**src/vccr_pkg.sv**
```systemverilog
// Package for the voice codec control register bank: offsets, fields, reset values.
// Assumes one synchronous clock domain and 5-bit register addresses from the serial port.
package vccr_pkg;
  localparam logic [4:0] ADDR_ZERO = 5'h00;
  localparam logic [4:0] ADDR_CONTROL_ONE = 5'h01;
  localparam logic [4:0] ADDR_CONTROL_TWO = 5'h02;
  localparam logic [4:0] ADDR_PLL_INPUT_DIVIDER = 5'h03;
  localparam logic [4:0] ADDR_PLL_FEEDBACK_MULTIPLIER = 5'h04;
  localparam logic [4:0] ADDR_RECEIVE_INPUT_GAIN = 5'h05;
  localparam logic [4:0] ADDR_ADC_VOLUME = 5'h06;
  localparam logic [4:0] ADDR_DAC_VOLUME = 5'h07;
  localparam logic [4:0] ADDR_STATUS_REPORT = 5'h08;
  localparam logic [4:0] ADDR_ANALOG_ATTENUATION = 5'h09;

  localparam logic [7:0] RST_CONTROL_ONE = 8'h00;
  localparam logic [7:0] RST_CONTROL_TWO = 8'h00;
  localparam logic [7:0] RST_PLL_INPUT_DIVIDER = 8'h00;
  localparam logic [7:0] RST_PLL_FEEDBACK_MULTIPLIER = 8'h00;
  localparam logic [7:0] RST_RECEIVE_INPUT_GAIN = 8'h47;
  localparam logic [7:0] RST_ADC_VOLUME = 8'h5C;
  localparam logic [7:0] RST_DAC_VOLUME = 8'h5C;
  localparam logic [7:0] RST_ANALOG_ATTENUATION = 8'h00;

  // Writable bit masks, plus the read-only status flag mask; reserved bits are held at zero
  localparam logic [7:0] MASK_CONTROL_ONE = 8'h1F;
  localparam logic [7:0] MASK_CONTROL_TWO = 8'h1E;
  localparam logic [7:0] MASK_FULL = 8'hFF;
  localparam logic [7:0] MASK_VOLUME = 8'h7F;
  localparam logic [7:0] MASK_STATUS = 8'hE0;
  localparam logic [7:0] MASK_ANALOG_ATTENUATION = 8'h0F;

  localparam int SOFT_RESET_BIT = 7;
  localparam int SPEAKER_DRIVER_ON_BIT = 4;
  localparam int LINE_DRIVER_ON_BIT = 3;
  localparam int HANDSET_DRIVER_ON_BIT = 2;
  localparam int MIC_BIAS_OFF_BIT = 1;
  localparam int CHIP_SLEEP_BIT = 0;
  localparam int HIGHPASS_DISABLE_BIT = 4;
  localparam int PLL_DIV10_BIT = 3;
  localparam int ANALOG_LOOPBACK_BIT = 2;
  localparam int BITSTREAM_LOOPBACK_BIT = 1;
  localparam int LINE_IN_MUTE_BIT = 5;
  localparam int MICROPHONE_MUTE_BIT = 2;
  localparam int HANDSET_IN_MUTE_BIT = 1;
  localparam int IIR_SELECT_BIT = 0;
  localparam int LINE_OUT_ACTIVE_BIT = 1;
  localparam int HANDSET_OUT_ACTIVE_BIT = 0;
  localparam logic [1:0] LINE_IN_GAIN_RESERVED = 2'h0;
  localparam logic [3:0] PLL_FINAL_DIV_TEN = 4'hA;
  localparam logic [3:0] PLL_FINAL_DIV_FIVE = 4'h5;

  typedef struct packed {
    logic rd;
    logic [4:0] addr;
    logic [7:0] wdata;
  } vccr_access_t;

  typedef struct packed {
    logic speaker_driver_on;
    logic line_driver_on;
    logic handset_driver_on;
    logic mic_bias_off;
    logic chip_sleep;
    logic highpass_disable;
    logic [3:0] pll_final_div;
    logic analog_loopback_en;
    logic bitstream_loopback_en;
    logic [8:0] pll_input_div;
    logic [8:0] pll_feedback_mult;
    logic pll_bypass;
    logic [1:0] line_in_gain;
    logic line_in_gain_bad;
    logic line_in_mute;
    logic [1:0] microphone_gain;
    logic microphone_mute;
    logic handset_in_mute;
    logic iir_select;
    logic [4:0] receive_pga_gain;
    logic line_out_active;
    logic handset_out_active;
    logic [4:0] transmit_pga_gain;
    logic left_speaker_active;
    logic right_speaker_active;
    logic [1:0] line_out_attenuation;
    logic [1:0] speaker_out_attenuation;
  } vccr_ctrl_t;
endpackage : vccr_pkg

```
**src/vccr_regs.sv**
```systemverilog
// Control register bank of the voiceband codec, one access per secondary frame.
// Assumes the serial port deframes accesses into a one-cycle strobe on i_sys_clk.
//
// Contract
// - Address zero reads zero; writes to it change nothing.
// - Soft reset bit restores all registers, then clears itself.
// - Speaker, line, handset driver bits power down when zero.
// - Mic bias buffer bit powers down when set.
// - Chip sleep bit set puts whole chip in power down.
// - High-pass disable bit set disables filter.
// - PLL final divider bit: one divides by ten, zero by five.
// - Analog loopback enable routes DAC analog out to ADC in.
// - Bitstream loopback enable routes DAC bitstream to ADC bitstream.
// - PLL input divider is eight bits; divisor is value plus one.
// - PLL feedback multiplier is eight bits; multiplier is value plus one.
// - Line input gain field and mute bit; code zero reserved.
// - Microphone gain field zero to thirty dB and mute bit.
// - Handset input mute bit set mutes handset input.
// - Filter select bit: one IIR, zero FIR.
// - Receive PGA gain five-bit field, 1.5 dB steps.
// - Line and handset output active bits; zero mutes.
// - Each access has read flag, five-bit address, eight-bit data.
// - Both PLL registers zero bypasses the PLL.
`timescale 1ns/10ps
`default_nettype none
module vccr_regs (
  input wire logic i_sys_clk,
  input wire logic i_srst,
  input wire logic i_reset_n,
  input wire logic i_access_valid,
  input wire vccr_pkg::vccr_access_t i_access,
  input wire logic [2:0] i_short_status,
  output logic [7:0] o_rdata,
  output logic o_rdata_valid,
  output vccr_pkg::vccr_ctrl_t o_ctrl
);

  localparam int NREG = 10;

  logic [7:0] regs_reg [NREG];
  logic [7:0] regs_next [NREG];
  logic [7:0] rdata_reg;
  logic [7:0] rdata_next;
  logic rdata_valid_reg;
  logic rdata_valid_next;
  logic soft_reset;

  function automatic logic [7:0] write_mask(input logic [4:0] addr);
    case (addr)
      vccr_pkg::ADDR_CONTROL_ONE: write_mask = vccr_pkg::MASK_CONTROL_ONE;
      vccr_pkg::ADDR_CONTROL_TWO: write_mask = vccr_pkg::MASK_CONTROL_TWO;
      vccr_pkg::ADDR_PLL_INPUT_DIVIDER: write_mask = vccr_pkg::MASK_FULL;
      vccr_pkg::ADDR_PLL_FEEDBACK_MULTIPLIER: write_mask = vccr_pkg::MASK_FULL;
      vccr_pkg::ADDR_RECEIVE_INPUT_GAIN: write_mask = vccr_pkg::MASK_FULL;
      vccr_pkg::ADDR_ADC_VOLUME: write_mask = vccr_pkg::MASK_VOLUME;
      vccr_pkg::ADDR_DAC_VOLUME: write_mask = vccr_pkg::MASK_VOLUME;
      vccr_pkg::ADDR_ANALOG_ATTENUATION: write_mask = vccr_pkg::MASK_ANALOG_ATTENUATION;
      default: write_mask = 8'h00;
    endcase
  endfunction : write_mask

  function automatic logic [7:0] reset_value(input int idx);
    case (idx)
      1: reset_value = vccr_pkg::RST_CONTROL_ONE;
      2: reset_value = vccr_pkg::RST_CONTROL_TWO;
      3: reset_value = vccr_pkg::RST_PLL_INPUT_DIVIDER;
      4: reset_value = vccr_pkg::RST_PLL_FEEDBACK_MULTIPLIER;
      5: reset_value = vccr_pkg::RST_RECEIVE_INPUT_GAIN;
      6: reset_value = vccr_pkg::RST_ADC_VOLUME;
      7: reset_value = vccr_pkg::RST_DAC_VOLUME;
      9: reset_value = vccr_pkg::RST_ANALOG_ATTENUATION;
      default: reset_value = 8'h00;
    endcase
  endfunction : reset_value

  // The soft reset bit is never stored, so it reads back clear at once
  assign soft_reset = i_access_valid && !i_access.rd &&
                      (i_access.addr == vccr_pkg::ADDR_CONTROL_ONE) &&
                      i_access.wdata[vccr_pkg::SOFT_RESET_BIT];

  genvar g;
  generate
    for (g = 0; g < NREG; g++) begin : g_reg
      always_comb begin
        regs_next[g] = regs_reg[g];
        if (soft_reset) begin
          regs_next[g] = reset_value(g);
        end else if (g == int'(vccr_pkg::ADDR_STATUS_REPORT)) begin
          // Live short-circuit flags from the analog drivers
          regs_next[g] = {i_short_status, 5'h00} & vccr_pkg::MASK_STATUS;
        end else if (i_access_valid && !i_access.rd && (i_access.addr == 5'(g))) begin
          // Reserved bits and address zero are masked off
          regs_next[g] = i_access.wdata & write_mask(5'(g));
        end
      end
      always_ff @(posedge i_sys_clk) begin
        if (i_srst || !i_reset_n) begin
          regs_reg[g] <= reset_value(g);
        end else begin
          regs_reg[g] <= regs_next[g];
        end
      end
    end
  endgenerate

  always_comb begin
    rdata_next = rdata_reg;
    rdata_valid_next = 1'b0;
    if (i_access_valid && i_access.rd) begin
      rdata_valid_next = 1'b1;
      if (i_access.addr < 5'(NREG)) begin
        rdata_next = regs_reg[i_access.addr[3:0]] & write_mask(i_access.addr);
        if (i_access.addr == vccr_pkg::ADDR_STATUS_REPORT) begin
          rdata_next = regs_reg[i_access.addr[3:0]];
        end
      end else begin
        // Undefined addresses read as zero; the host should not touch them
        rdata_next = 8'h00;
      end
    end
  end

  always_ff @(posedge i_sys_clk) begin
    if (i_srst || !i_reset_n) begin
      rdata_reg <= 8'h00;
      rdata_valid_reg <= 1'b0;
    end else begin
      rdata_reg <= rdata_next;
      rdata_valid_reg <= rdata_valid_next;
    end
  end

  assign o_rdata = rdata_reg;
  assign o_rdata_valid = rdata_valid_reg;

  always_comb begin
    o_ctrl.speaker_driver_on = regs_reg[1][vccr_pkg::SPEAKER_DRIVER_ON_BIT];
    o_ctrl.line_driver_on = regs_reg[1][vccr_pkg::LINE_DRIVER_ON_BIT];
    o_ctrl.handset_driver_on = regs_reg[1][vccr_pkg::HANDSET_DRIVER_ON_BIT];
    o_ctrl.mic_bias_off = regs_reg[1][vccr_pkg::MIC_BIAS_OFF_BIT];
    o_ctrl.chip_sleep = regs_reg[1][vccr_pkg::CHIP_SLEEP_BIT];
    o_ctrl.highpass_disable = regs_reg[2][vccr_pkg::HIGHPASS_DISABLE_BIT];
    o_ctrl.pll_final_div = regs_reg[2][vccr_pkg::PLL_DIV10_BIT] ?
                           vccr_pkg::PLL_FINAL_DIV_TEN : vccr_pkg::PLL_FINAL_DIV_FIVE;
    o_ctrl.analog_loopback_en = regs_reg[2][vccr_pkg::ANALOG_LOOPBACK_BIT];
    o_ctrl.bitstream_loopback_en = regs_reg[2][vccr_pkg::BITSTREAM_LOOPBACK_BIT];
    o_ctrl.pll_input_div = {1'b0, regs_reg[3]} + 9'h001;
    o_ctrl.pll_feedback_mult = {1'b0, regs_reg[4]} + 9'h001;
    // Writing both halves between updates may briefly bypass; the host orders them
    o_ctrl.pll_bypass = (regs_reg[3] == 8'h00) && (regs_reg[4] == 8'h00);
    o_ctrl.line_in_gain = regs_reg[5][7:6];
    o_ctrl.line_in_gain_bad = (regs_reg[5][7:6] == vccr_pkg::LINE_IN_GAIN_RESERVED);
    o_ctrl.line_in_mute = regs_reg[5][vccr_pkg::LINE_IN_MUTE_BIT];
    o_ctrl.microphone_gain = regs_reg[5][4:3];
    o_ctrl.microphone_mute = regs_reg[5][vccr_pkg::MICROPHONE_MUTE_BIT];
    o_ctrl.handset_in_mute = regs_reg[5][vccr_pkg::HANDSET_IN_MUTE_BIT];
    o_ctrl.iir_select = regs_reg[5][vccr_pkg::IIR_SELECT_BIT];
    o_ctrl.receive_pga_gain = regs_reg[6][6:2];
    o_ctrl.line_out_active = regs_reg[6][vccr_pkg::LINE_OUT_ACTIVE_BIT];
    o_ctrl.handset_out_active = regs_reg[6][vccr_pkg::HANDSET_OUT_ACTIVE_BIT];
    o_ctrl.transmit_pga_gain = regs_reg[7][6:2];
    o_ctrl.left_speaker_active = regs_reg[7][1];
    o_ctrl.right_speaker_active = regs_reg[7][0];
    o_ctrl.line_out_attenuation = regs_reg[9][3:2];
    o_ctrl.speaker_out_attenuation = regs_reg[9][1:0];
  end

endmodule : vccr_regs
`default_nettype wire

```
**config.mk**
```make
export PLATFORM = sky130hd
export DESIGN_NAME = vccr_regs
export DESIGN_NICKNAME = d
export VERILOG_FILES = /design/src/vccr_pkg.sv /design/src/vccr_regs.sv
export SDC_FILE = /design/constraint.sdc
export NUM_CORES = 1
export LEC_CHECK = 0
export BUFFER_PORTS_ARGS = -buffer_cell sky130_fd_sc_hd__buf_2
export CORE_MARGIN = 4
export CORE_UTILIZATION = 34
export DETAILED_ROUTE_END_ITERATION = 6
export SLEW_MARGIN = 20
export SYNTH_ARGS = -nofsm -noshare
export SYNTH_HDL_FRONTEND = slang
export SYNTH_SLANG_ARGS = --single-unit
```
**constraint.sdc**
```tcl
create_clock -name i_sys_clk -period 2.4 [get_ports i_sys_clk]
set_clock_uncertainty 0.2 [all_clocks]
set_input_delay 0.24 -clock i_sys_clk [delete_from_list [all_inputs] [get_ports i_sys_clk]]
set_output_delay 0.24 -clock i_sys_clk [all_outputs]
set_load 0.01 [all_outputs]
```
==> results.rst <==
.. list-table::
   :header-rows: 1

   * - Metric
     - Value
   * - Max incr delay on CP
     - 350 ps
   * - Dominant cells by area after synthesis
     - sky130_fd_sc_hd__dfxtp_1 40%, sky130_fd_sc_hd__mux2i_1 16%, sky130_fd_sc_hd__nor2_1 4.7%
   * - Initial antenna violation count
     - 0
   * - Prevailing post-synth register cell
     - sky130_fd_sc_hd__dfxtp_1
   * - Sequential power share
     - 0.528
   * - Final critical delay including setup and external delays
     - 2150 ps
   * - Clock transition time at the flip-flop clock pins of the worst setup and hold paths
     - 70 ps
   * - Aggregate global routing overflow
     - 0
   * - CP required
     - 1960 ps
   * - RSZ-0062 raised after global routing
     - no
   * - DRC violations left
     - 0
   * - Die Outline Area
     - ~11000 sq um
   * - #FFs+latches synth
     - 63
   * - Sw frac
     - 0.244
   * - Cells resized by post-CTS repair
     - 0
   * - Worst IR Drop VDD
     - 303 uV
   * - Kind of start point of the critical path
     - flop
   * - Setup TNS
     - 0 ps
   * - Worst slew margin relative to its limit
     - 0.631
   * - CP Cell Sequence
     - inv_1, ha_1, nor4b_1, nand2_1, nor4_1, buf_2
   * - Fraction of final layout cells sized beyond drive strength 1
     - 0.296
   * - Final slew viol count
     - 0
   * - Xor-xnor portion of the synthesized cell area
     - 0.0337
   * - Placed Instances
     - ~510
   * - Level count of the clock H-tree
     - 3
   * - Number of max-cap violations
     - 0
   * - Commonest cells in the netlist
     - 63 x sky130_fd_sc_hd__dfxtp_1, 51 x sky130_fd_sc_hd__mux2i_1, 39 x sky130_fd_sc_hd__nor2_1
   * - Leakage
     - 1.93 nW
   * - Worst path arrival time
     - about 1700 ps
   * - Pint
     - between 1.5 and 2 mW
   * - GRT Util Overall
     - 0.176
   * - Post-synthesis compound-gate area fraction
     - 0.0883
   * - Post-route ant nets
     - 0
   * - Drt first pass iters
     - 4
   * - Die H
     - 104 um
   * - Most frequent cell after synthesis
     - sky130_fd_sc_hd__dfxtp_1
   * - Postcts setup bufs
     - 0
   * - Combinational Power Share
     - 0.080
   * - F_max
     - 465 MHz
   * - Weighted congestion at the end of routability-driven global placement
     - approximately 0.87
   * - Chip width
     - 104 um
   * - Clock sink count
     - 63
   * - Placeable Area
     - between 8000 and 9000 sq um
   * - Beginning of the critical path
     - regs_reg[4][0]$_SDFFE_PP0P_
   * - Vias in the first global route
     - about 2800
   * - Later-pin clock latency in the skew report
     - 330 ps
   * - Row count
     - 34
   * - Combinational family with the most area after synthesis
     - multiplexers
   * - Drt total wl
     - 9.39 mm
   * - Kind of end point of the critical path
     - primary output
   * - Layout overhead on the synthesized area
     - 22.9%
   * - Hold_sp
     - i_access[5]
   * - Startpoint of the worst-slack reg-to-reg timing path
     - regs_reg[3][2]$_SDFFE_PP0P_
   * - Filler cell count
     - 915
   * - Cell at the slowest stage of the critical path
     - sky130_fd_sc_hd__dfxtp_1
   * - Clock tree root driver cell
     - sky130_fd_sc_hd__clkbuf_8
   * - Delay-heaviest family, CP
     - simple AND/OR/NAND/NOR gates
   * - Summed instance area of the synthesized netlist
     - 3120 sq um
   * - Clock network fraction of total power
     - 0.392
   * - DRC marker count from the first detailed-route iteration
     - 145
   * - Number of synthesized flops with an enable pin
     - 0
   * - Largest register FFs
     - 54
   * - Pwr Density
     - 520 nW/um^2
   * - Mux share of post-synthesis cell area
     - 0.211
   * - Asr flop ratio synth
     - 0
   * - Reported net switching power
     - 0.486 mW
   * - Part of the Yosys area used for sequential elements
     - 0.405
   * - Quantity of I/O buffers inserted on ports
     - 87
   * - Net count of the finished layout
     - between 400 and 500
   * - Number of failing hold endpoints at the final stage
     - 0
   * - Count of different cell masters after synthesis
     - 48
   * - Via density per instance
     - 5.16
   * - Post-synthesis share of cell area spent on full adders, half adders and majority gates
     - 0.0161
   * - Clock tree from TritonCTS
     - done
   * - HPWL after detailed placement
     - approximately 7.0 mm
   * - Post-route worst hold slack
     - 20.3 ps
   * - Count of vias placed by the detailed router
     - 2739
   * - Inserted Diodes
     - 0
   * - Total of endpoints with negative setup slack in the final report
     - 0
   * - Fin area
     - 3830 sq um
   * - Routed length per placed instance
     - roughly 18 um
   * - Share of the synthesized area in the top cell type
     - 0.405
   * - Maximum buffer depth of the clock tree
     - 2
   * - Maximum fanout along the worst path
     - 5
   * - First-pass GRT wire length
     - 15.0 mm
   * - Maximum number of pins on one net before global-route repair
     - 40
   * - Result of the run
     - completed
   * - Biggest area consumer among synthesized cells
     - sky130_fd_sc_hd__dfxtp_1
   * - Simple logic cell fraction of the synthesized area
     - 0.200
   * - Tightest Pin Transition
     - approximately 550 ps
   * - Cts bufs inserted
     - 9
   * - Synthesis warning total
     - 0
   * - Mean cell area of the mapped netlist
     - 9.50 sq um
   * - Crit Path Category
     - reg2out
   * - Type of the tightest min-delay check
     - in2reg
   * - Count of buffering cells on the critical path with inverters included
     - 2
   * - Final worst-path cycle share
     - 0.896
   * - Boundary pin count
     - 88
   * - Non-filler cells, final
     - 531
   * - Placed cell area
     - roughly 3600 sq um
   * - Nets in the synthesized netlist
     - 353
   * - Starting utilization of the core area
     - 0.354
   * - Hold buffer count at cts
     - 4
   * - Number of instances in the synthesized netlist
     - 328
==> worst min-delay path: stages <==
cell	delay, ps
sky130_fd_sc_hd__buf_2	130
sky130_fd_sc_hd__mux2i_1	80
sky130_fd_sc_hd__nor2_1	70
==> stage by stage <==
stage                util  power [mW]  setup slack, ps
finish              0.435        1.99              249
detailed placement  0.412        1.23              296
floorplan               -        1.17              715
global placement    0.412        1.23              334
CTS                 0.435        2.01              216
global route        0.435        2.07             43.0
==> layer usage <==
layer  vias to the layer above  track usage  wire [um]
met5                         -            0          0
met4                         0       0.0446        126
li1                       1343            -          -
met2                        87        0.284       4360
met1                      1300        0.230       4300
met3                         9       0.0535        599
==> power by group through the flow <==
stage	sequential [mW]	combinational, mW	clock [mW]
floorplan	1.08	0.0944	0
finish	1.05	0.159	0.782
global route	1.05	0.174	0.845
global placement	1.08	0.152	0
CTS	1.05	0.158	0.801
detailed placement	1.08	0.153	0
==> layout by cell type (no fill, tap or decap), types with 2 or more instances in the layout <==
cell / n
sky130_fd_sc_hd__a21oi_1: 10
sky130_fd_sc_hd__a221o_1: 3
sky130_fd_sc_hd__a221oi_1: 4
sky130_fd_sc_hd__a22o_1: 2
sky130_fd_sc_hd__a22oi_1: 2
sky130_fd_sc_hd__and2_1: 3
sky130_fd_sc_hd__and3_1: 10
sky130_fd_sc_hd__buf_2: 87
sky130_fd_sc_hd__buf_4: 9
sky130_fd_sc_hd__clkbuf_1: 4
sky130_fd_sc_hd__clkbuf_8: 10
sky130_fd_sc_hd__dfxtp_1: 63
sky130_fd_sc_hd__dlygate4sd3_1: 4
sky130_fd_sc_hd__ha_1: 4
sky130_fd_sc_hd__inv_1: 6
sky130_fd_sc_hd__mux2_2: 9
sky130_fd_sc_hd__mux2i_1: 51
sky130_fd_sc_hd__mux4_2: 2
sky130_fd_sc_hd__nand2_1: 31
sky130_fd_sc_hd__nand2b_1: 6
sky130_fd_sc_hd__nand3_1: 12
sky130_fd_sc_hd__nor2_1: 39
sky130_fd_sc_hd__nor2b_1: 4
sky130_fd_sc_hd__nor3_1: 5
sky130_fd_sc_hd__nor4b_1: 2
sky130_fd_sc_hd__o21ai_0: 5
sky130_fd_sc_hd__o22ai_1: 3
sky130_fd_sc_hd__o32ai_1: 2
sky130_fd_sc_hd__xnor2_1: 6
sky130_fd_sc_hd__xor2_1: 6
==> final timing paths <==
check,slack (ps),depth (start not counted),endpoint
worst max-delay path,250,6,o_ctrl[27]
worst min-delay path,20,3,regs_reg[6][5]$_SDFFE_PP0P_
worst max register to register,740,4,o_rdata[2]$_SDFFE_PP0P_
worst min register to register,250,2,o_rdata[7]$_SDFFE_PP0P_
==> cells by family after synthesis <==
group,after synthesis
AO/OA/AOI/OAI,38
XOR/XNOR,12
adder cells (fa/ha/maj),4
buffers and inverters,26
flip-flops,63
multiplexers,62
AND/OR/NAND/NOR,123
==> layout make-up <==
cell class | instances | area (sq um) | share of cell area
tap | 108 | 135 | 0.0353
inverter | 6 | 22.5 | 0.00588
clock inverter | 1 | 5.00 | 0.00131
sequential | 63 | 1260 | 0.329
timing repair buffer | 100 | 543 | 0.142
multi-input combinational | 239 | 1710 | 0.447
clock buffer | 14 | 153 | 0.0399
(Power assumes the default switching activity.)
